`src/rtl/fcs_params.svh`:
```
// fcs_params.svh: offsets, field positions, reset values and timing counts
// assumes: included by bare name from fcs_top, fcs_asserts and testbench
`ifndef FCS_PARAMS_SVH
`define FCS_PARAMS_SVH
// register byte addresses on the avalon slave (array window at bit 18)
`define FCS_OFS_DIV     19'h00000
`define FCS_OFS_PROT    19'h00004
`define FCS_OFS_CMD     19'h00008
`define FCS_OFS_STAT    19'h0000C
`define FCS_OFS_OPT     19'h00010
`define FCS_ARR_BIT     18
// nonvolatile byte locations at the top of the array
`define FCS_NONVOLATILE_PROTECTION_BYTE_ADDR 16'hFFBD
`define FCS_NONVOLATILE_OPTION_BYTE_ADDR  16'hFFBF
// field positions
`define FCS_DIV_LD      7
`define FCS_DIV_PRE     6
`define FCS_ST_CBEF     7
`define FCS_ST_CCF      6
`define FCS_ST_PVIOL    5
`define FCS_ST_ACCERR   4
`define FCS_PROT_PDIS   0
`define FCS_OPT_NORED   6
`define FCS_OPT_UNSEC   2'h2
// command codes
`define FCS_CMD_BLANK   8'h05
`define FCS_CMD_BYTE    8'h20
`define FCS_CMD_BURST   8'h25
`define FCS_CMD_PAGE    8'h40
`define FCS_CMD_MASS    8'h41
// vector window
`define FCS_VEC_LO      16'hFFC0
`define FCS_VEC_HI      16'hFFFD
// timing counts in flash clock cycles, prescaler last count in bus cycles
`define FCS_T_BYTE      15'd9
`define FCS_T_BURST     15'd4
`define FCS_T_PAGE      4000
`define FCS_T_MASS      20000
`define FCS_T_BLANK     15'd9
`define FCS_PRE_LAST    3'h7
// reset values
`define FCS_RST_DIV     7'h00
`define FCS_RST_BYTE    8'h00
`endif

```
`src/rtl/fcs_pkg.sv`:
```
// fcs_pkg: types shared by the flash command sequencer
// assumes: fcs_params.svh sits beside it
package fcs_pkg;
  // command buffer stage, one-hot
  typedef enum logic [2:0] {
    FCS_BUF_EMPTY = 3'b001,   // waiting for array write
    FCS_BUF_ADDR  = 3'b010,   // address and data latched
    FCS_BUF_CMD   = 3'b100    // command code latched
  } fcs_buf_t;
  // sequencer state, one-hot
  typedef enum logic [1:0] {
    FCS_SEQ_IDLE = 2'b01,     // nothing running
    FCS_SEQ_RUN  = 2'b10      // timing a pulse
  } fcs_seq_t;
  // one buffered command
  typedef struct packed {
    logic [15:0] addr;        // array byte address
    logic [7:0]  data;        // program data
    logic [7:0]  cmd;         // command code
  } fcs_req_t;
  // drive towards the array macro
  typedef struct packed {
    logic [15:0] addr;        // latched address
    logic [7:0]  data;        // latched data
    logic        prog;        // program pulse active
    logic        erase_page;  // page erase active
    logic        erase_mass;  // mass erase active
    logic        blank;       // blank check active
    logic        hv_pump;     // charge pump on
  } fcs_arr_t;
endpackage

```
`src/rtl/fcs_top.sv`:
```
// fcs_top: flash command sequencer with avalon-mm register slave
// assumes: single 20 MHz clock, synchronous active-high reset, array macro
// outside takes fcs_arr_t and reports blank result; stop request is a pin
`timescale 1ns/1ps
`include "fcs_params.svh"

module fcs_top #(
  parameter int PAGE_INTERNAL_FLASH_CLOCK = `FCS_T_PAGE,  // page erase flash clocks
  parameter int MASS_INTERNAL_FLASH_CLOCK = `FCS_T_MASS   // mass erase flash clocks
) (
  input  wire logic           clock,             // bus clock, 20 MHz
  input  wire logic           rst,               // sync reset, high
  input  wire logic [18:0]    avs_address,       // byte address
  input  wire logic           avs_read,          // read request
  input  wire logic           avs_write,         // write request
  input  wire logic [31:0]    avs_writedata,     // write data
  input  wire logic [3:0]     avs_byteenable,    // byte lanes
  output logic [31:0]         avs_readdata,      // read data
  output logic                avs_waitrequest,   // stall
  input  wire logic           bdm_access,        // access from debug port
  input  wire logic           stop_req,          // stop mode pin, async
  input  wire logic [7:0]     nv_prot_byte,      // protection byte
  input  wire logic [7:0]     nv_opt_byte,       // option byte
  input  wire logic           arr_blank_ok,      // array reads erased
  input  wire logic [15:0]    vec_addr_in,       // vector fetch address
  output logic [15:0]         vec_addr_out,      // redirected address
  output fcs_pkg::fcs_arr_t   arr_ctl            // array control
);
  import fcs_pkg::*;

  //////////////////////////////////////////////////////////////////////////
  // declarations
  logic            wait_q;        // waitrequest flop
  logic [31:0]     rdata_q;       // read data flop
  logic            divisor_loaded_flag_q;       // divisor loaded
  logic [6:0]      div_q;         // prescale bit and divider
  logic [2:0]      pre_cnt_q;     // divide-by-eight count
  logic [5:0]      div_cnt_q;     // divider count
  logic            tick_q;        // one-cycle flash clock enable
  logic            stop_s1_q;     // stop sync first stage
  logic            stop_s2_q;     // stop sync second stage
  logic            stop_s3_q;     // stop sync third stage
  logic            stop_q;        // debounced stop level
  logic            load_q;        // nonvolatile load pending
  logic [7:0]      prot_q;        // working protection
  logic [7:0]      opt_q;         // working options
  fcs_buf_t        stage_q;       // buffer stage
  fcs_req_t        buf_q;         // buffered command
  logic            pend_q;        // launched, not yet taken
  logic            acc_q;         // access error flag
  logic            pviol_q;       // protection violation flag
  fcs_seq_t        seq_q;         // sequencer state
  logic [14:0]     cnt_q;         // flash clocks remaining
  fcs_req_t        cur_q;         // command being run
  logic            pump_q;        // charge pump on
  fcs_arr_t        arr_q;         // array control flop
  logic [15:0]     vec_q;         // redirected vector flop

  //////////////////////////////////////////////////////////////////////////
  // functions
  // last unprotected address: select bits then ones
  function automatic logic is_prot(input logic [7:0]  p,
                                   input logic [15:0] a);
    is_prot = ~p[`FCS_PROT_PDIS] & (a > {p[7:1], 9'h1FF});
  endfunction
  // same 64-byte row and not its first byte
  function automatic logic same_row(input logic [15:0] a,
                                    input logic [15:0] b);
    same_row = (a[15:6] == b[15:6]) & (a[5:0] != 6'h00);
  endfunction

  //////////////////////////////////////////////////////////////////////////
  // bus decode
  wire         wr_take  = avs_write & ~wait_q;   // write takes effect
  wire         hit_arr  = avs_address[`FCS_ARR_BIT];
  wire         hit_div  = avs_address == `FCS_OFS_DIV;
  wire         hit_prot = avs_address == `FCS_OFS_PROT;
  wire         hit_cmd  = avs_address == `FCS_OFS_CMD;
  wire         hit_stat = avs_address == `FCS_OFS_STAT;
  wire         hit_opt  = avs_address == `FCS_OFS_OPT;
  wire         lane0    = avs_byteenable[0];
  wire         w_arr    = wr_take & hit_arr & lane0;
  wire         w_div    = wr_take & hit_div & lane0;
  wire         w_prot   = wr_take & hit_prot & lane0;
  wire         w_cmd    = wr_take & hit_cmd & lane0;
  wire         w_stat   = wr_take & hit_stat & lane0;
  wire         w_opt    = wr_take & hit_opt & lane0;
  wire [7:0]   wd       = avs_writedata[7:0];

  //////////////////////////////////////////////////////////////////////////
  // command and status decode
  wire         busy      = seq_q == FCS_SEQ_RUN;
  wire         st_empty  = stage_q == FCS_BUF_EMPTY;
  wire         cbef      = st_empty & ~pend_q;
  wire         ccf       = ~busy & ~pend_q;
  wire         secure    = opt_q[1:0] != `FCS_OPT_UNSEC;
  wire         code_ok   = (wd == `FCS_CMD_BLANK) |
                           (wd == `FCS_CMD_PAGE) |
                           (wd == `FCS_CMD_MASS) |
                           (wd == `FCS_CMD_BYTE) |
                           (wd == `FCS_CMD_BURST);
  wire         code_lock = (wd == `FCS_CMD_BYTE) |
                           (wd == `FCS_CMD_BURST) |
                           (wd == `FCS_CMD_PAGE);
  wire         err_arr   = w_arr & (~divisor_loaded_flag_q | ~cbef);
  wire         err_cmd   = w_cmd & ~st_empty &
                           ((stage_q == FCS_BUF_CMD) | ~code_ok |
                            (secure & bdm_access & code_lock));
  wire         err_ctl   = (w_div | w_prot | w_opt) & ~st_empty;
  wire         err_abort = w_stat & ~wd[`FCS_ST_CBEF] & ~st_empty;
  wire         err_stop  = stop_q & busy;
  wire         done      = busy & tick_q & (cnt_q == 15'd1);
  wire         err_blank = done & (cur_q.cmd == `FCS_CMD_BLANK) &
                           ~arr_blank_ok;
  wire         any_err   = err_arr | err_cmd | err_ctl | err_abort |
                           err_stop | err_blank;
  wire         launch    = w_stat & wd[`FCS_ST_CBEF] & ~acc_q &
                           (stage_q == FCS_BUF_CMD);
  wire         viol      = ((buf_q.cmd == `FCS_CMD_MASS) &
                            ~prot_q[`FCS_PROT_PDIS]) |
                           ((buf_q.cmd != `FCS_CMD_MASS) &
                            (buf_q.cmd != `FCS_CMD_BLANK) &
                            is_prot(prot_q, buf_q.addr));
  wire         is_burst  = cur_q.cmd == `FCS_CMD_BURST;
  wire         keep_pump = is_burst & pend_q &
                           (buf_q.cmd == `FCS_CMD_BURST) &
                           same_row(buf_q.addr, cur_q.addr);
  wire         fast      = pump_q & (buf_q.cmd == `FCS_CMD_BURST);
  wire         take      = pend_q & ~busy & ~stop_q;
  wire         prot_grow = wd[7:1] < prot_q[7:1];

  // flash clock count for the command about to run
  logic [14:0] t_run;
  always_comb begin
    t_run = `FCS_T_BYTE;
    if (buf_q.cmd == `FCS_CMD_PAGE) begin
      t_run = PAGE_INTERNAL_FLASH_CLOCK[14:0];
    end else if (buf_q.cmd == `FCS_CMD_MASS) begin
      t_run = MASS_INTERNAL_FLASH_CLOCK[14:0];
    end else if (buf_q.cmd == `FCS_CMD_BLANK) begin
      t_run = `FCS_T_BLANK;
    end else if (fast) begin
      t_run = `FCS_T_BURST;
    end
  end

  // register read mux
  wire [7:0]   st_byte  = {cbef, ccf, pviol_q, acc_q, 4'h0};
  wire [7:0]   rd_byte  = hit_div  ? {divisor_loaded_flag_q, div_q} :
                          hit_prot ? prot_q :
                          hit_stat ? st_byte :
                          hit_opt  ? opt_q : 8'h00;

  // vector redirection below the protected boundary
  wire         vec_in_win = (vec_addr_in >= `FCS_VEC_LO) &
                            (vec_addr_in <= `FCS_VEC_HI);
  wire         redirect   = ~opt_q[`FCS_OPT_NORED] & vec_in_win &
                            ~prot_q[`FCS_PROT_PDIS] & ~&prot_q[7:1];

  //////////////////////////////////////////////////////////////////////////
  // avalon handshake: one wait cycle, then answer
  always_ff @(posedge clock) begin
    if (rst) begin
      wait_q <= 1'b1;
    end else begin
      wait_q <= ~((avs_read | avs_write) & wait_q);
    end
  end

  // read data captured in the wait cycle
  always_ff @(posedge clock) begin
    if (rst) begin
      rdata_q <= 32'h0000_0000;
    end else if (avs_read & wait_q) begin
      rdata_q <= {24'h00_0000, rd_byte};
    end
  end

  //////////////////////////////////////////////////////////////////////////
  // divider register, write once
  always_ff @(posedge clock) begin
    if (rst) begin
      divisor_loaded_flag_q <= 1'b0;
      div_q   <= `FCS_RST_DIV;
    end else if (w_div & ~divisor_loaded_flag_q & st_empty) begin
      divisor_loaded_flag_q <= 1'b1;
      div_q   <= wd[6:0];
    end
  end

  // flash clock enable: optional divide by eight, then div+1
  always_ff @(posedge clock) begin
    if (rst | ~divisor_loaded_flag_q) begin
      pre_cnt_q <= 3'h0;
      div_cnt_q <= 6'h00;
      tick_q    <= 1'b0;
    end else begin
      pre_cnt_q <= pre_cnt_q + 3'h1;
      tick_q    <= 1'b0;
      if (~div_q[`FCS_DIV_PRE] | (pre_cnt_q == `FCS_PRE_LAST)) begin
        if (div_cnt_q == div_q[5:0]) begin
          div_cnt_q <= 6'h00;
          tick_q    <= 1'b1;
        end else begin
          div_cnt_q <= div_cnt_q + 6'h01;
        end
      end
    end
  end

  //////////////////////////////////////////////////////////////////////////
  // stop pin synchroniser, change counts when stages two and three agree
  always_ff @(posedge clock) begin
    if (rst) begin
      stop_s1_q <= 1'b0;
      stop_s2_q <= 1'b0;
      stop_s3_q <= 1'b0;
      stop_q    <= 1'b0;
    end else begin
      stop_s1_q <= stop_req;
      stop_s2_q <= stop_s1_q;
      stop_s3_q <= stop_s2_q;
      if (stop_s2_q == stop_s3_q) begin
        stop_q <= stop_s3_q;
      end
    end
  end

  //////////////////////////////////////////////////////////////////////////
  // protection and option registers, loaded after reset release
  always_ff @(posedge clock) begin
    if (rst) begin
      load_q <= 1'b1;
      prot_q <= `FCS_RST_BYTE;
      opt_q  <= `FCS_RST_BYTE;
    end else if (load_q) begin
      load_q <= 1'b0;
      prot_q <= nv_prot_byte;
      opt_q  <= nv_opt_byte;
    end else if (w_prot & st_empty) begin
      if (prot_q[`FCS_PROT_PDIS]) begin
        prot_q <= wd;
      end else if (prot_grow) begin
        prot_q <= {wd[7:1], 1'b0};
      end
    end
  end

  //////////////////////////////////////////////////////////////////////////
  // command buffer: array write, command write, launch
  always_ff @(posedge clock) begin
    if (rst) begin
      stage_q <= FCS_BUF_EMPTY;
      buf_q   <= '0;
      pend_q  <= 1'b0;
    end else begin
      if (take) begin
        pend_q <= 1'b0;
      end
      if (any_err & ~err_stop & ~err_blank) begin
        stage_q <= FCS_BUF_EMPTY;
      end else if (w_arr & ~acc_q & (stage_q == FCS_BUF_EMPTY)) begin
        stage_q    <= FCS_BUF_ADDR;
        buf_q.addr <= avs_address[17:2];
        buf_q.data <= wd;
      end else if (w_cmd & ~acc_q & (stage_q == FCS_BUF_ADDR)) begin
        stage_q   <= FCS_BUF_CMD;
        buf_q.cmd <= wd;
      end else if (launch) begin
        stage_q <= FCS_BUF_EMPTY;
        pend_q  <= ~viol;
      end
    end
  end

  // error flags: a set in the same cycle beats the clear
  always_ff @(posedge clock) begin
    if (rst) begin
      acc_q   <= 1'b0;
      pviol_q <= 1'b0;
    end else begin
      acc_q   <= any_err |
                 (acc_q & ~(w_stat & wd[`FCS_ST_ACCERR]));
      pviol_q <= (launch & viol) |
                 (pviol_q & ~(w_stat & wd[`FCS_ST_PVIOL]));
    end
  end

  //////////////////////////////////////////////////////////////////////////
  // sequencer: times pulses in flash clock cycles
  always_ff @(posedge clock) begin
    if (rst) begin
      seq_q  <= FCS_SEQ_IDLE;
      cnt_q  <= 15'd0;
      cur_q  <= '0;
      pump_q <= 1'b0;
    end else begin
      case (seq_q)
        FCS_SEQ_IDLE: begin
          if (take) begin
            seq_q  <= FCS_SEQ_RUN;
            cur_q  <= buf_q;
            cnt_q  <= t_run;
            pump_q <= buf_q.cmd != `FCS_CMD_BLANK;
          end else if (~pend_q) begin
            pump_q <= 1'b0;
          end
        end
        FCS_SEQ_RUN: begin
          if (stop_q) begin
            seq_q  <= FCS_SEQ_IDLE;
            pump_q <= 1'b0;
          end else if (done) begin
            seq_q  <= FCS_SEQ_IDLE;
            pump_q <= keep_pump;
          end else if (tick_q) begin
            cnt_q <= cnt_q - 15'd1;
          end
        end
        default: begin
          seq_q <= FCS_SEQ_IDLE;
        end
      endcase
    end
  end

  //////////////////////////////////////////////////////////////////////////
  // array control and vector outputs
  always_ff @(posedge clock) begin
    if (rst) begin
      arr_q <= '0;
      vec_q <= 16'h0000;
    end else begin
      arr_q.addr       <= cur_q.addr;
      arr_q.data       <= cur_q.data;
      arr_q.prog       <= busy & ((cur_q.cmd == `FCS_CMD_BYTE) | is_burst);
      arr_q.erase_page <= busy & (cur_q.cmd == `FCS_CMD_PAGE);
      arr_q.erase_mass <= busy & (cur_q.cmd == `FCS_CMD_MASS);
      arr_q.blank      <= busy & (cur_q.cmd == `FCS_CMD_BLANK);
      arr_q.hv_pump    <= pump_q;
      vec_q            <= redirect ? {prot_q[7:1], vec_addr_in[8:0]}
                                   : vec_addr_in;
    end
  end

  assign avs_readdata    = rdata_q;
  assign avs_waitrequest = wait_q;
  assign arr_ctl         = arr_q;
  assign vec_addr_out    = vec_q;

endmodule // fcs_top

```
`config.mk`:
```
export PLATFORM = sky130hd
export DESIGN_NAME = fcs_top
export DESIGN_NICKNAME = d
export VERILOG_FILES = /design/src/rtl/fcs_pkg.sv /design/src/rtl/fcs_top.sv
export VERILOG_INCLUDE_DIRS = /design/src /design/src/rtl
export SDC_FILE = /design/constraint.sdc
export NUM_CORES = 1
export LEC_CHECK = 0
export ABC_AREA = 1
export ABC_CLOCK_PERIOD_IN_PS = 2000
export BUFFER_PORTS_ARGS = -buffer_cell sky130_fd_sc_hd__buf_2
export CAP_MARGIN = 40
export CORE_MARGIN = 4
export CORE_UTILIZATION = 30
export CTS_CLUSTER_DIAMETER = 30
export DETAILED_ROUTE_END_ITERATION = 16
export PLACE_DENSITY = 0.52
export SLEW_MARGIN = 10
export SYNTH_ARGS = -nofsm -noshare
export SYNTH_HDL_FRONTEND = slang
export SYNTH_SLANG_ARGS = --single-unit
```
`constraint.sdc`:
```
create_clock -name clock -period 2 [get_ports clock]
set_clock_uncertainty 0.2 [all_clocks]
set_input_delay 0.1 -clock clock [delete_from_list [all_inputs] [get_ports clock]]
set_output_delay 0.1 -clock clock [all_outputs]
set_load 0.01 [all_outputs]
```
# [Yosys cells after proc, flatten, opt, wreduce, memory -nomap -nowiden]
# Cells that the tools add are included.
[op_classes] n_addsub=3 magnitude_cmp=4 n_eq_ne=37 n_mux=38 n_bitwise=112 reduce_logical=19
[op_table] op="15-bit two-way mux" n=6
[op_table] op="1-bit bitwise AND" n=66
[op_table] op="8-bit two-way mux" n=8
[op_table] op="8-bit by 7-bit equality test with 1-bit output, second input constant" n=6
[op_table] op="8-bit by 6-bit equality test with 1-bit output, second input constant" n=5
[op_table] op="19-bit by 4-bit equality test with 1-bit output, second input constant" n=2
[op_table] op="15-bit case mux with 2 select lines" n=1
[op_table] op="8-bit by 3-bit equality test with 1-bit output, second input constant" n=3
[op_table] op="1-bit inverter" n=23
[op_table] op="1-bit bitwise OR" n=23
[op_table] op="19-bit by 3-bit equality test with 1-bit output, second input constant" n=1
[op_table] op="19-bit by 5-bit equality test with 1-bit output, second input constant" n=1
[op_table] op="19-bit zero test" n=1
[op_table] op="16-bit >= comparator, second input constant" n=1
[op_table] op="16-bit > comparator" n=1
[op_table] op="16-bit <= comparator, second input constant" n=1
[op_table] op="16-bit two-way mux" n=1
[op_table] op="15-bit by 1-bit equality test with 1-bit output, second input constant" n=1
[op_table] op="15-bit by 1-bit subtractor with 15-bit output, second input constant" n=1
[op_table] op="1-bit two-way mux" n=11
[op_table] op="10-bit equality test" n=1
[op_table] op="2-bit inequality test, second input constant" n=5
[op_table] op="2-bit two-way mux" n=4
[op_table] op="4-bit two-way mux" n=2
[op_table] op="28 further kinds" n=38
[totals] regBits=181 in_bits=94 out_inout_bits=78 elab_cells=250

# [Longest topological paths before layout]
# Gate-level depths: netlist (run 1).
[logic_depth] depth_word=18 ltp_mapped=17 depth_no_buf=17

# [Worst setup path after synthesis (run 1)]
# OpenSTA, ideal clock, no wires.
[synth_path] path_kind="flip-flop to flip-flop" startpoint="register wait_q, in the netlist avs_waitrequest" endpoint="register buf_q[5] (netlist bit)" setup_time_ps=110 arrival_time_ps=1531 t_required_ps=1690 path_slack_ps=159 stages_incl_launch_ff=12 path_cell_list="dfxtp_1 nor2_2 inv_2 nor3_4 inv_2 nor3_1 inv_2 buf_2 nand3_2 nand2_1 inv_1 nor2_1"
[synth_between] elab_chain_cells=15 elab_cells_between_ends=36
[synth_lines] element="start: declaration" line="fcs_top.sv:33" source="logic wait_q;"
[synth_lines] element="start signal: assignment" line="fcs_top.sv:166" source="wait_q <= ~((avs_read | avs_write) & wait_q);"
[synth_lines] element="1-bit inverter (*)" line="fcs_top.sv:74" source="wire wr_take = avs_write & ~wait_q;"
[synth_lines] element="1-bit bitwise AND (*)" line="fcs_top.sv:74"
[synth_lines] element="1-bit bitwise AND, on equally long branches (2 in series)" line="fcs_top.sv:85, fcs_top.sv:83, fcs_top.sv:84"
[synth_lines] element="1-bit bitwise AND / 1-bit bitwise OR (equally long branches) (2 in series)" line="fcs_top.sv:106, fcs_top.sv:109"
[synth_lines] element="1-bit bitwise OR / 1-bit bitwise AND (equally long branches)" line="fcs_top.sv:115, fcs_top.sv:109"
[synth_lines] element="1-bit bitwise OR (3 in series)" line="fcs_top.sv:115" source="wire any_err = err_arr | err_cmd | err_ctl | err_abort |"
[synth_lines] element="1-bit bitwise OR" line="fcs_top.sv:116" source="err_stop | err_blank;"
[synth_lines] element="1-bit bitwise AND (2 in series)" line="fcs_top.sv:260" source="if (any_err & ~err_stop & ~err_blank) begin"
[synth_lines] element="1-bit inverter (no source line)"
[synth_lines] element="3-bit AND reduction (no source line) (*)"
[synth_lines] element="end: declaration" line="fcs_top.sv:48" source="fcs_req_t buf_q;"
# Every way passes the cells marked *; elsewhere a longest branch is shown, timed or not.
# A chain may end at the register's enable or synchronous reset.

# [Final worst setup path (run 1)]
[layout_path] startpoint="input avs_address[4]" endpoint="register buf_q[29] (netlist bit)"
[layout_between] elab_chain_cells=14 elab_cells_between_ends=31
[layout_lines] element="start: declaration" line="fcs_top.sv:13" source="input wire logic [18:0] avs_address,"
[layout_lines] element="19-bit by 4-bit equality test with 1-bit output (no source line) (tied with other cells)"
[layout_lines] element="1-bit bitwise AND, on equally long branches (2 in series)" line="fcs_top.sv:85, fcs_top.sv:83, fcs_top.sv:84"
[layout_lines] element="1-bit bitwise AND / 1-bit bitwise OR (equally long branches) (2 in series)" line="fcs_top.sv:106, fcs_top.sv:109"
[layout_lines] element="1-bit bitwise OR / 1-bit bitwise AND (equally long branches)" line="fcs_top.sv:115, fcs_top.sv:109"
[layout_lines] element="1-bit bitwise OR" line="fcs_top.sv:115"
[layout_lines] element="1-bit bitwise OR (*) (2 in series)" line="fcs_top.sv:115"
[layout_lines] element="1-bit bitwise OR (*)" line="fcs_top.sv:116"
[layout_lines] element="1-bit bitwise AND (*) (2 in series)" line="fcs_top.sv:260"
[layout_lines] element="1-bit inverter (no source line) (*)"
[layout_lines] element="2-bit AND reduction (no source line) (*)"
# Marked as above.

==> results of run 1 <==
[cells by family (layout without fill, tap and decap cells)]
kind of cell,Yosys count,count (layout)
xor+xnor,12,12
fa+ha+maj,18,18
other cells,1,25
simple gates,412,415
flops,181,181
compound gates,240,240
buf+inv,220,491
[power groups by stage]
stage	clock, W	sequential [W]	combinational [W]
after floorplan	0	0.00379	0.000345
after global placement	0	0.00378	0.000631
after detailed placement	0	0.00378	0.000636
after CTS	0.00348	0.00370	0.000762
after global routing	0.00364	0.00372	0.000931
final	0.00342	0.00371	0.000847
[per-stage QoR]
stage          worst slack [ns]  hold WS, ns
6_report                -0.0517       0.0438
5_1_grt                  -0.163       0.0469
4_1_cts                 -0.0123       0.0185
3_5_place_dp            -0.0698        0.106
3_3_place_gp            -0.0628       0.0996
2_1_floorplan             0.159      -0.0723
[routing by layer]
layer / vias to the layer above / GRT usage / wire (um) / share of wire
met2: 180 / 0.286 / 12600 / 0.49
met3: 42 / 0.0329 / 1100 / 0.043
met4: 0 / 0.0472 / 648 / 0.025
met5: - / 0 / 0 / 0
li1: 4087 / - / - / -
met1: 3706 / 0.221 / 11400 / 0.44
[how the worst max path moves through the flow]
stage                      from        end
2_1_floorplan   avs_waitrequest   buf_q[5]
3_5_place_dp     avs_address[8]  buf_q[27]
3_3_place_gp     avs_address[8]  buf_q[10]
5_1_grt        avs_writedata[6]   buf_q[1]
4_1_cts               prot_q[6]  prot_q[1]
6_report         avs_address[4]  buf_q[29]
[critical path, cell delays in order]
cell	delay (ns)
buf_2	0.11
dlygate4sd3_1	0.57
buf_4	0.15
nand3_1	0.15
nor2_1	0.09
nand4_1	0.07
nand2_1	0.07
nor2_1	0.11
nand2_1	0.07
nand2_2	0.08
nand2_4	0.08
nand2_8	0.14
buf_4	0.16
nand2_8	0.08
o21ai_2	0.12
nor2_1	0.05
[cell type report]
type,instances,area (um2),share of cell area
clock buffers,17,425,0.0368
inverters,158,613,0.0530
repair buffers,300,2270,0.196
flip-flops and latches,181,3640,0.315
diodes,1,2.50,0.000216
clock inverters,15,173,0.0149
multi-input cells,709,4020,0.347
well taps,335,419,0.0362
repair inverters,1,7.51,0.000649
[registers in the layout, summed over array words and instances (netlist names), 2 cells and up]
register,count
buf_q,32
cur_q,32
arr_ctl,29
vec_addr_out,16
cnt_q,15
avs_readdata,8
opt_q,8
prot_q,8
div_q,7
div_cnt_q,6
pre_cnt_q,3
stage_q,3
seq_q,2
[layout by cell type (no fill, tap or decap), types with 7 or more instances in the layout]
cell           instances
a21oi_1               82
a31oi_1                8
buf_12                 7
buf_2                115
buf_4                101
clkbuf_16             18
conb_1                24
dfxtp_1              169
dfxtp_2               11
dlygate4sd3_1         71
ha_1                   9
ha_4                   8
inv_1                128
inv_2                 23
nand2_1              113
nand2_2               15
nand3_1               25
nand4_1               32
nor2_1               155
nor2_2                21
nor3_1                 8
nor4_1                 8
o211ai_1               8
o21ai_0               66
o21ai_1               28
o21ai_2               12
o22ai_1                7
xor2_1                11
[what timing repair did]
action,in CTS,in global routing
setup endpoints to repair,44,68
hold buffers,73,0
pin swaps,3,27
buffers inserted,0,12
gates cloned,1,4
endpoints found under the hold margin,80,0
resized for setup,14,116
==> metrics.cfg, run 1 <==
[synth]
synthMuxAreaShare=0
yosys-top-cells-count=181 x dfxtp_1, 176 x nor2_1, 142 x inv_1
synth_top_family_by_area=simple AND/OR/NAND/NOR gates
syn_area_um2=8100
synth_most_common_cell=dfxtp_1
synthDistinctLibCells=52
synth-warning-count=0
synth_flop_cell=dfxtp_1
synth_top_cell_area_share=0.447
yosys.area.top_type=dfxtp_1
syn_area_per_cell_um2=7.47
yosys.area_share.simple=0.227
synth_area_leaders=dfxtp_1 45%, nor2_1 8.2%, inv_1 6.6%, nand2_1 5.9%, a21oi_1 5.3%
ys_ff_latch=181
seq_area_frac_synth=0.447
netlist_instances=1084
synth-async-reset-ratio=0
synth_fa_ha_area_frac=0.0278
synth_compound_area_frac=0.166
synth_xor_area_frac=0.0130
synth_edf_count=0

[critical_path]
path_max_fanout=6
cp.arrival_ns=2.19
worstSetupStartpointType=primary input
r2r-end=buf_q[29]
end_kind=flip-flop
rrSetupSlack_ns=-0.01
path_class=in -> reg
worstRegToRegCells=13
cp.required_ns=2.14
r2r_start=cnt_q[1]

[grt]
antenna_found_initial=0
grt_max_degree=66
grt.overflow.total=0
grt_pass1_vias=7576
grt_pass1_wl_mm=39.6
globalRouteTotalUtil=0.169

[detailed_routing]
drt_pass1_iterations=5
drt-total-wl_mm=25.7
vias=8015
drt_iter0_markers=509
final_antenna_net_count=0
vias_per_cell=4.67
wl_per_cell_um=15.0
drcViolationCount=0

[pwr]
swShare=0.278
power.internal_w=0.00575
p_sw_w=0.00222
ir_drop_v=0.000528
seq_power_share=0.465
cellLeakagePower_nw=5.20
p_clk_frac=0.429
p_comb_frac=0.106
p_per_area_nw_per_um2=689
total_power_w=0.00797

[outcome]
violations=negative setup slack
status=finished with violations

[cells_and_area]
area_growth_pct=42.9
drive_above_1_share=0.288
num-nets-final=1480
final_cells=1717
fillers=2673
final_area_um2=11600
final_util=0.440

[timing]
max_slew.worst_pin.slew_ns=0.496
final-setup-viol-count=22
finalMaxSlewViolations=0
layout_min_cycle_time_ns=2.05
tns_ns=-0.634
max_freq_ghz=0.487
hold_viol_final=0
finalWorstSetupSlack_ns=-0.0517
rsz0062_at_grt=yes
fin_crit_sh=1.03
slew_headroom=0.666

[min_path]
hold_start=avs_writedata[0]
min_path_cells=6
hold_class=in -> reg
min_to=buf_q[0]

[placed_design]
placedInstanceArea_um2=9620
dp.final_hpwl_mm=18.3
placedCellCount=1598
routabilityCongestion=0.898
place.port_buffers=120

[clock_tree]
cts.path.max_buffers=2
insertion_delay_ns=0.43
clk_pin_slew_ns=0.08
cts_tree=built
cts_buffers=17
clock-sinks=181
htree_levels=4
cts_root_buf=clkbuf_16

[die]
die-height_um=172
core_um2=26300
start_util=0.308
top_level_ports=172
die_w_um=172
die_area_um2=29700
std_cell_rows=59

[job]
drv_cap=0

Note: power is estimated with default switching activity, not from simulation.
==> run 2: changes to the inputs <==
Settings changed: PLACE_DENSITY 0.52 to 0.48.
==> run 2 against run 1 <==
Net effect: the run still ends with negative setup slack left; cell count shrank 0.29%; via count shrank 1.3%; routed wire length shrank 0.26%; worst setup slack lost 0.022 ns; count of clock-buffer cells in the layout grew 3; fmax shrank 1.1%; utilization shrank 0.40 points; final area shrank 0.92%; sequential power is essentially flat; clock power grew 5%; critical path type is now reg -> reg.
==> metrics.cfg, run 2 (synthesis results as in run 1) <==
[outcome]
status=finished with violations
violations=negative setup slack

[placed_design]
dp.final_hpwl_mm=18.6
routabilityCongestion=0.889
place.port_buffers=120
placedCellCount=1598

[detailed_routing]
final_antenna_net_count=0
drt_pass1_iterations=5
drcViolationCount=0
vias_per_cell=4.62
wl_per_cell_um=15.0
vias=7910
drt_iter0_markers=521
drt-total-wl_mm=25.7

[grt]
grt_pass1_wl_mm=40.1
grt.overflow.total=0
use_met2=0.300
antenna_found_initial=0
grtUsageMet1=0.220
grt_max_degree=91
globalRouteTotalUtil=0.172
use_met3=0.0290
grt_most_used_layer=met2
grt_pass1_vias=7675

[timing]
max_slew.worst_pin.slew_ns=0.543
layout_min_cycle_time_ns=2.07
final-setup-viol-count=25
hold_viol_final=0
finalMaxSlewViolations=0
finalWorstSetupSlack_ns=-0.0736
fin_crit_sh=1.04
tns_ns=-0.790
max_freq_ghz=0.482
hold_slack_ns=0.0277
slew_headroom=0.638
rsz0062_at_grt=yes

[clock_tree]
clk_pin_slew_ns=0.07
cts.path.max_buffers=2
cts_buffers=17
insertion_delay_ns=0.43
cts_tree=built
cts_root_buf=clkbuf_16
htree_levels=4
clock-sinks=181

[pwr]
p_comb_frac=0.105
power.internal_w=0.00612
p_sw_w=0.00204
ir_drop_v=0.000492
cellLeakagePower_nw=5.18
swShare=0.250
p_clk_frac=0.440
seq_power_share=0.455
p_per_area_nw_per_um2=711

[die]
die_area_um2=29700
start_util=0.308
die-height_um=172
core_um2=26300
std_cell_rows=59
top_level_ports=172
die_w_um=172

[critical_path]
crit_end=buf_q[31]
end_kind=flip-flop
rrSetupSlack_ns=-0.07
max_stage_delay_ns=0.33
worstRegToRegCells=13
path_max_fanout=9
path_class=reg -> reg
cp.arrival_ns=2.24
crit_path_top_delay_cell=dfxtp_2
r2r-end=buf_q[31]
worstSetupStartpointType=flip-flop
cp.required_ns=2.17
cpMostUsedCell=nand2_8
crit_start=cnt_q[1]
cp_cell_sequence=inv_2 > ha_4 > nand2_2 > nor2_2 > nand4_1 > o21ai_2 > a21oi_2 > nand2_4 > nand2_8 > nand2_8 > clkbuf_16 > o21ai_1 > nor2_1
r2r_start=cnt_q[1]

[cells_and_area]
final_cells=1712
area_growth_pct=41.6
mostFrequentLayoutCell=dfxtp_1
num-nets-final=1476
drive_above_1_share=0.284
mostFrequentLayoutCells=168 x dfxtp_1, 158 x nor2_1, 132 x inv_1, 120 x buf_2, 117 x nand2_1
antennaDiodeCount=0

[job]
drv_cap=0

[min_path]
hold_start=avs_address[18]
hold_class=in -> reg

run 2: cell types whose count changed in the layout (fill, tap and decap cells not counted), sizes merged:
cell	previous run	this run
diode	1	0
buf	226	233
dlygate4sd3	71	62
clkbuf	18	22
inv	166	161
nand2	135	132
clkinv	5	2
clkinvlp	3	6
bufinv	0	3
dlymetal6s4s	2	1
run 2: metal layers:
| metal | up-vias | wire length [um] | share of wire |
|---|---|---|---|
| li1 | 4059 | - | - |
| met1 | 3660 | 11500 | 0.45 |
| met2 | 160 | 12700 | 0.50 |
| met3 | 31 | 1030 | 0.040 |
| met4 | 0 | 418 | 0.016 |
| met5 | - | 0 | 0 |
run 2: how the worst min path moves through the flow:
stage | to | slack (ns) | cells past startpoint
detailed placement | vec_addr_out[0] | 0.11 | 3
CTS | acc_q | 0.02 | 7
floorplan | load_q | -0.07 | 0
global route | stage_q[1] | 0.05 | 7
global placement | vec_addr_out[0] | 0.10 | 3
finish | stage_q[1] | 0.03 | 7
run 2: metrics by stage:
step	worst slack (ns)	util	area (um2)	total power, W
2_1_floorplan	0.159	-	8190	0.00413
3_3_place_gp	-0.580	0.366	9620	0.00440
3_5_place_dp	-0.603	0.366	9620	0.00441
4_1_cts	-0.0425	0.421	11100	0.00815
5_1_grt	-0.168	0.436	11500	0.00847
6_report	-0.0736	0.436	11500	0.00816
run 2: layout make-up:
| cell class | instances | area [um2] |
|---|---|---|
| well taps | 335 | 419 |
| inverters | 158 | 612 |
| multi-input cells | 706 | 3970 |
| fillers | 2725 | 14800 |
| repair inverters | 2 | 15.0 |
| clock inverters | 12 | 166 |
| repair buffers | 298 | 2180 |
| flip-flops and latches | 181 | 3640 |
| clock buffers | 20 | 457 |
run 2: timing repair:
| item | CTS | global route |
|---|---|---|
| setup buffers | 7 | 8 |
| gates cloned | 1 | 3 |
| hold buffers | 63 | 0 |
| pin swaps | 12 | 26 |
| endpoints found under the hold margin | 78 | 0 |
| gates resized for setup | 42 | 68 |
| setup endpoints to repair | 44 | 64 |
run 2: power by group through the flow:
| stage | combinational, W | sequential, W | clock (W) |
|---|---|---|---|
| after global placement | 0.000616 | 0.00379 | 0 |
| after detailed placement | 0.000621 | 0.00379 | 0 |
| after global routing | 0.000929 | 0.00372 | 0.00382 |
| after floorplan | 0.000345 | 0.00379 | 0 |
| final | 0.000854 | 0.00371 | 0.00359 |
| after CTS | 0.000781 | 0.00371 | 0.00366 |
run 2: critical path: cells and delay by family, from the launching register on:
family	cells	cell delay, ns
buffers and inverters	2	0.23
AOI/OAI and AO/OA	3	0.43
and+or+nand+nor	7	0.70
DFF	1	0.33
adders and majority gates	1	0.13
==> run 3: changes to the inputs <==
Settings changed: PLACE_DENSITY 0.48 to default.
==> run 3 against run 2 <==
Net effect: the flow still finishes with violations (negative setup slack); critical endpoint is now buf_q[6]; power is 0.40% lower; critical path type unchanged; fmax rose by 1.8%; sequential power about the same.
==> metrics.cfg, run 3 (synthesis results as in run 1) <==
[grt]
grt_max_degree=72
antenna_found_initial=0
grt_pass1_wl_mm=39.2
globalRouteTotalUtil=0.167
grt.overflow.total=0
grt_pass1_vias=7698

[cells_and_area]
final_util=0.434
num-nets-final=1475
mostFrequentLayoutCells=170 x dfxtp_1, 164 x nor2_1, 129 x inv_1, 119 x buf_2, 114 x nand2_1
antennaDiodeCount=0
fillers=2640
drive_above_1_share=0.275
multiInputGateArea_um2=3950
seq_area_um2=3640
area_growth_pct=40.8
mostFrequentLayoutCell=dfxtp_1

[timing]
finalWorstSetupSlack_ns=-0.0367
final-setup-viol-count=17
finalMaxSlewViolations=0
max_freq_ghz=0.491
slew_headroom=0.655
hold_slack_ns=0.0173
layout_min_cycle_time_ns=2.04
rsz0062_at_grt=yes
fin_crit_sh=1.02
hold_viol_final=0
max_slew.worst_pin.slew_ns=0.512

[clock_tree]
cts.path.max_buffers=2
insertion_delay_ns=0.44
cts_root_buf=clkbuf_16
clock-sinks=181
htree_levels=4
clk_pin_slew_ns=0.07
cts_tree=built
cts_buffers=17

[die]
start_util=0.308
die_w_um=172
die_area_um2=29700
top_level_ports=172
std_cell_rows=59
core_um2=26300
die-height_um=172

[critical_path]
max_stage_delay_ns=0.32
worstSetupStartpointType=flip-flop
cp.arrival_ns=2.21
path_class=reg -> reg
crit_path_top_delay_cell=dfxtp_2
path_max_fanout=8
cp_cell_sequence=inv_2 > ha_4 > nand2_4 > nor2_4 > nand4_1 > o21ai_2 > a21oi_2 > nand2_4 > nand2_8 > buf_6 > nand4_1 > nand2_1 > nor2_1
cp.required_ns=2.17
rrSetupSlack_ns=-0.04
critPathBufInv=2
end_kind=flip-flop
path_delay_family=simple AND/OR/NAND/NOR gates

[detailed_routing]
vias_per_cell=4.71
drt_pass1_iterations=4
wl_per_cell_um=15.0
drcViolationCount=0
drt-total-wl_mm=25.6
final_antenna_net_count=0
vias=8061
drt_iter0_markers=469

[pwr]
cellLeakagePower_nw=5.16
ir_drop_v=0.000380
p_per_area_nw_per_um2=713

[outcome]
status=finished with violations
violations=negative setup slack

[placed_design]
routabilityCongestion=0.931
dp.final_hpwl_mm=17.9
place.port_buffers=120

[job]
drv_cap=0

[min_path]
hold_class=in -> reg

==> run 3: path summary, 6_finish.rpt <==
kind                                  end  cells after the start              from
worst min-delay path             buf_q[7]                      6  avs_writedata[7]
worst min register to register  stop_s2_q                      2         stop_s1_q
worst max register to register   buf_q[6]                     13          cnt_q[1]
worst max-delay path             buf_q[6]                     13          cnt_q[1]
==> run 3: report_power, final <==
part           switching [W]  total (W)  internal, W
sequential         0.0000424    0.00371      0.00367
clock                0.00156    0.00357      0.00201
combinational       0.000465   0.000848     0.000383
==> run 3: worst reg2reg max path, delay by kind of cell (launching register included) <==
kind / cells / cell delay (ns)
adders and majority gates: 1 / 0.15
buffers and inverters: 2 / 0.22
DFF: 1 / 0.32
AOI/OAI and AO/OA: 2 / 0.35
and+or+nand+nor: 8 / 0.72
==> run 3: timing repair <==
action,in CTS,in global routing
pin swaps,13,24
buffers inserted,5,11
endpoints found under the setup margin,41,69
hold endpoints to repair,79,2
cloned,2,2
resized for setup,37,70
hold buffers,66,1
==> run 3: stage by stage <==
stage / setup slack (ns) / setup TNS (ns) / power [W] / std cells / cell area (um2)
floorplan: 0.159 / 0 / 0.00413 / 1107 / 8190
global placement: -0.0748 / -1.32 / 0.00440 / 1594 / 9570
detailed placement: -0.124 / -2.97 / 0.00441 / 1594 / 9570
CTS: -0.0164 / -0.0171 / 0.00809 / 1699 / 11000
global route: -0.151 / -3.59 / 0.00840 / 1711 / 11400
finish: -0.0367 / -0.183 / 0.00812 / 1711 / 11400
==> run 3: per-layer routing <==
layer	track usage	vias up	part of all wire
met5	0	-	0
met4	0.0755	0	0.035
met3	0.0366	56	0.057
met2	0.282	226	0.49
met1	0.204	3708	0.42
li1	-	4071	-
==> run 3: final cells by class <==
class / count / area share
timing repair buffer: 296 / 0.189
sequential: 181 / 0.319
inverter: 158 / 0.0537
multi-input combinational: 707 / 0.346
clock inverter: 14 / 0.0169
tap: 335 / 0.0368
clock buffer: 18 / 0.0376
timing repair inverter: 2 / 0.00110
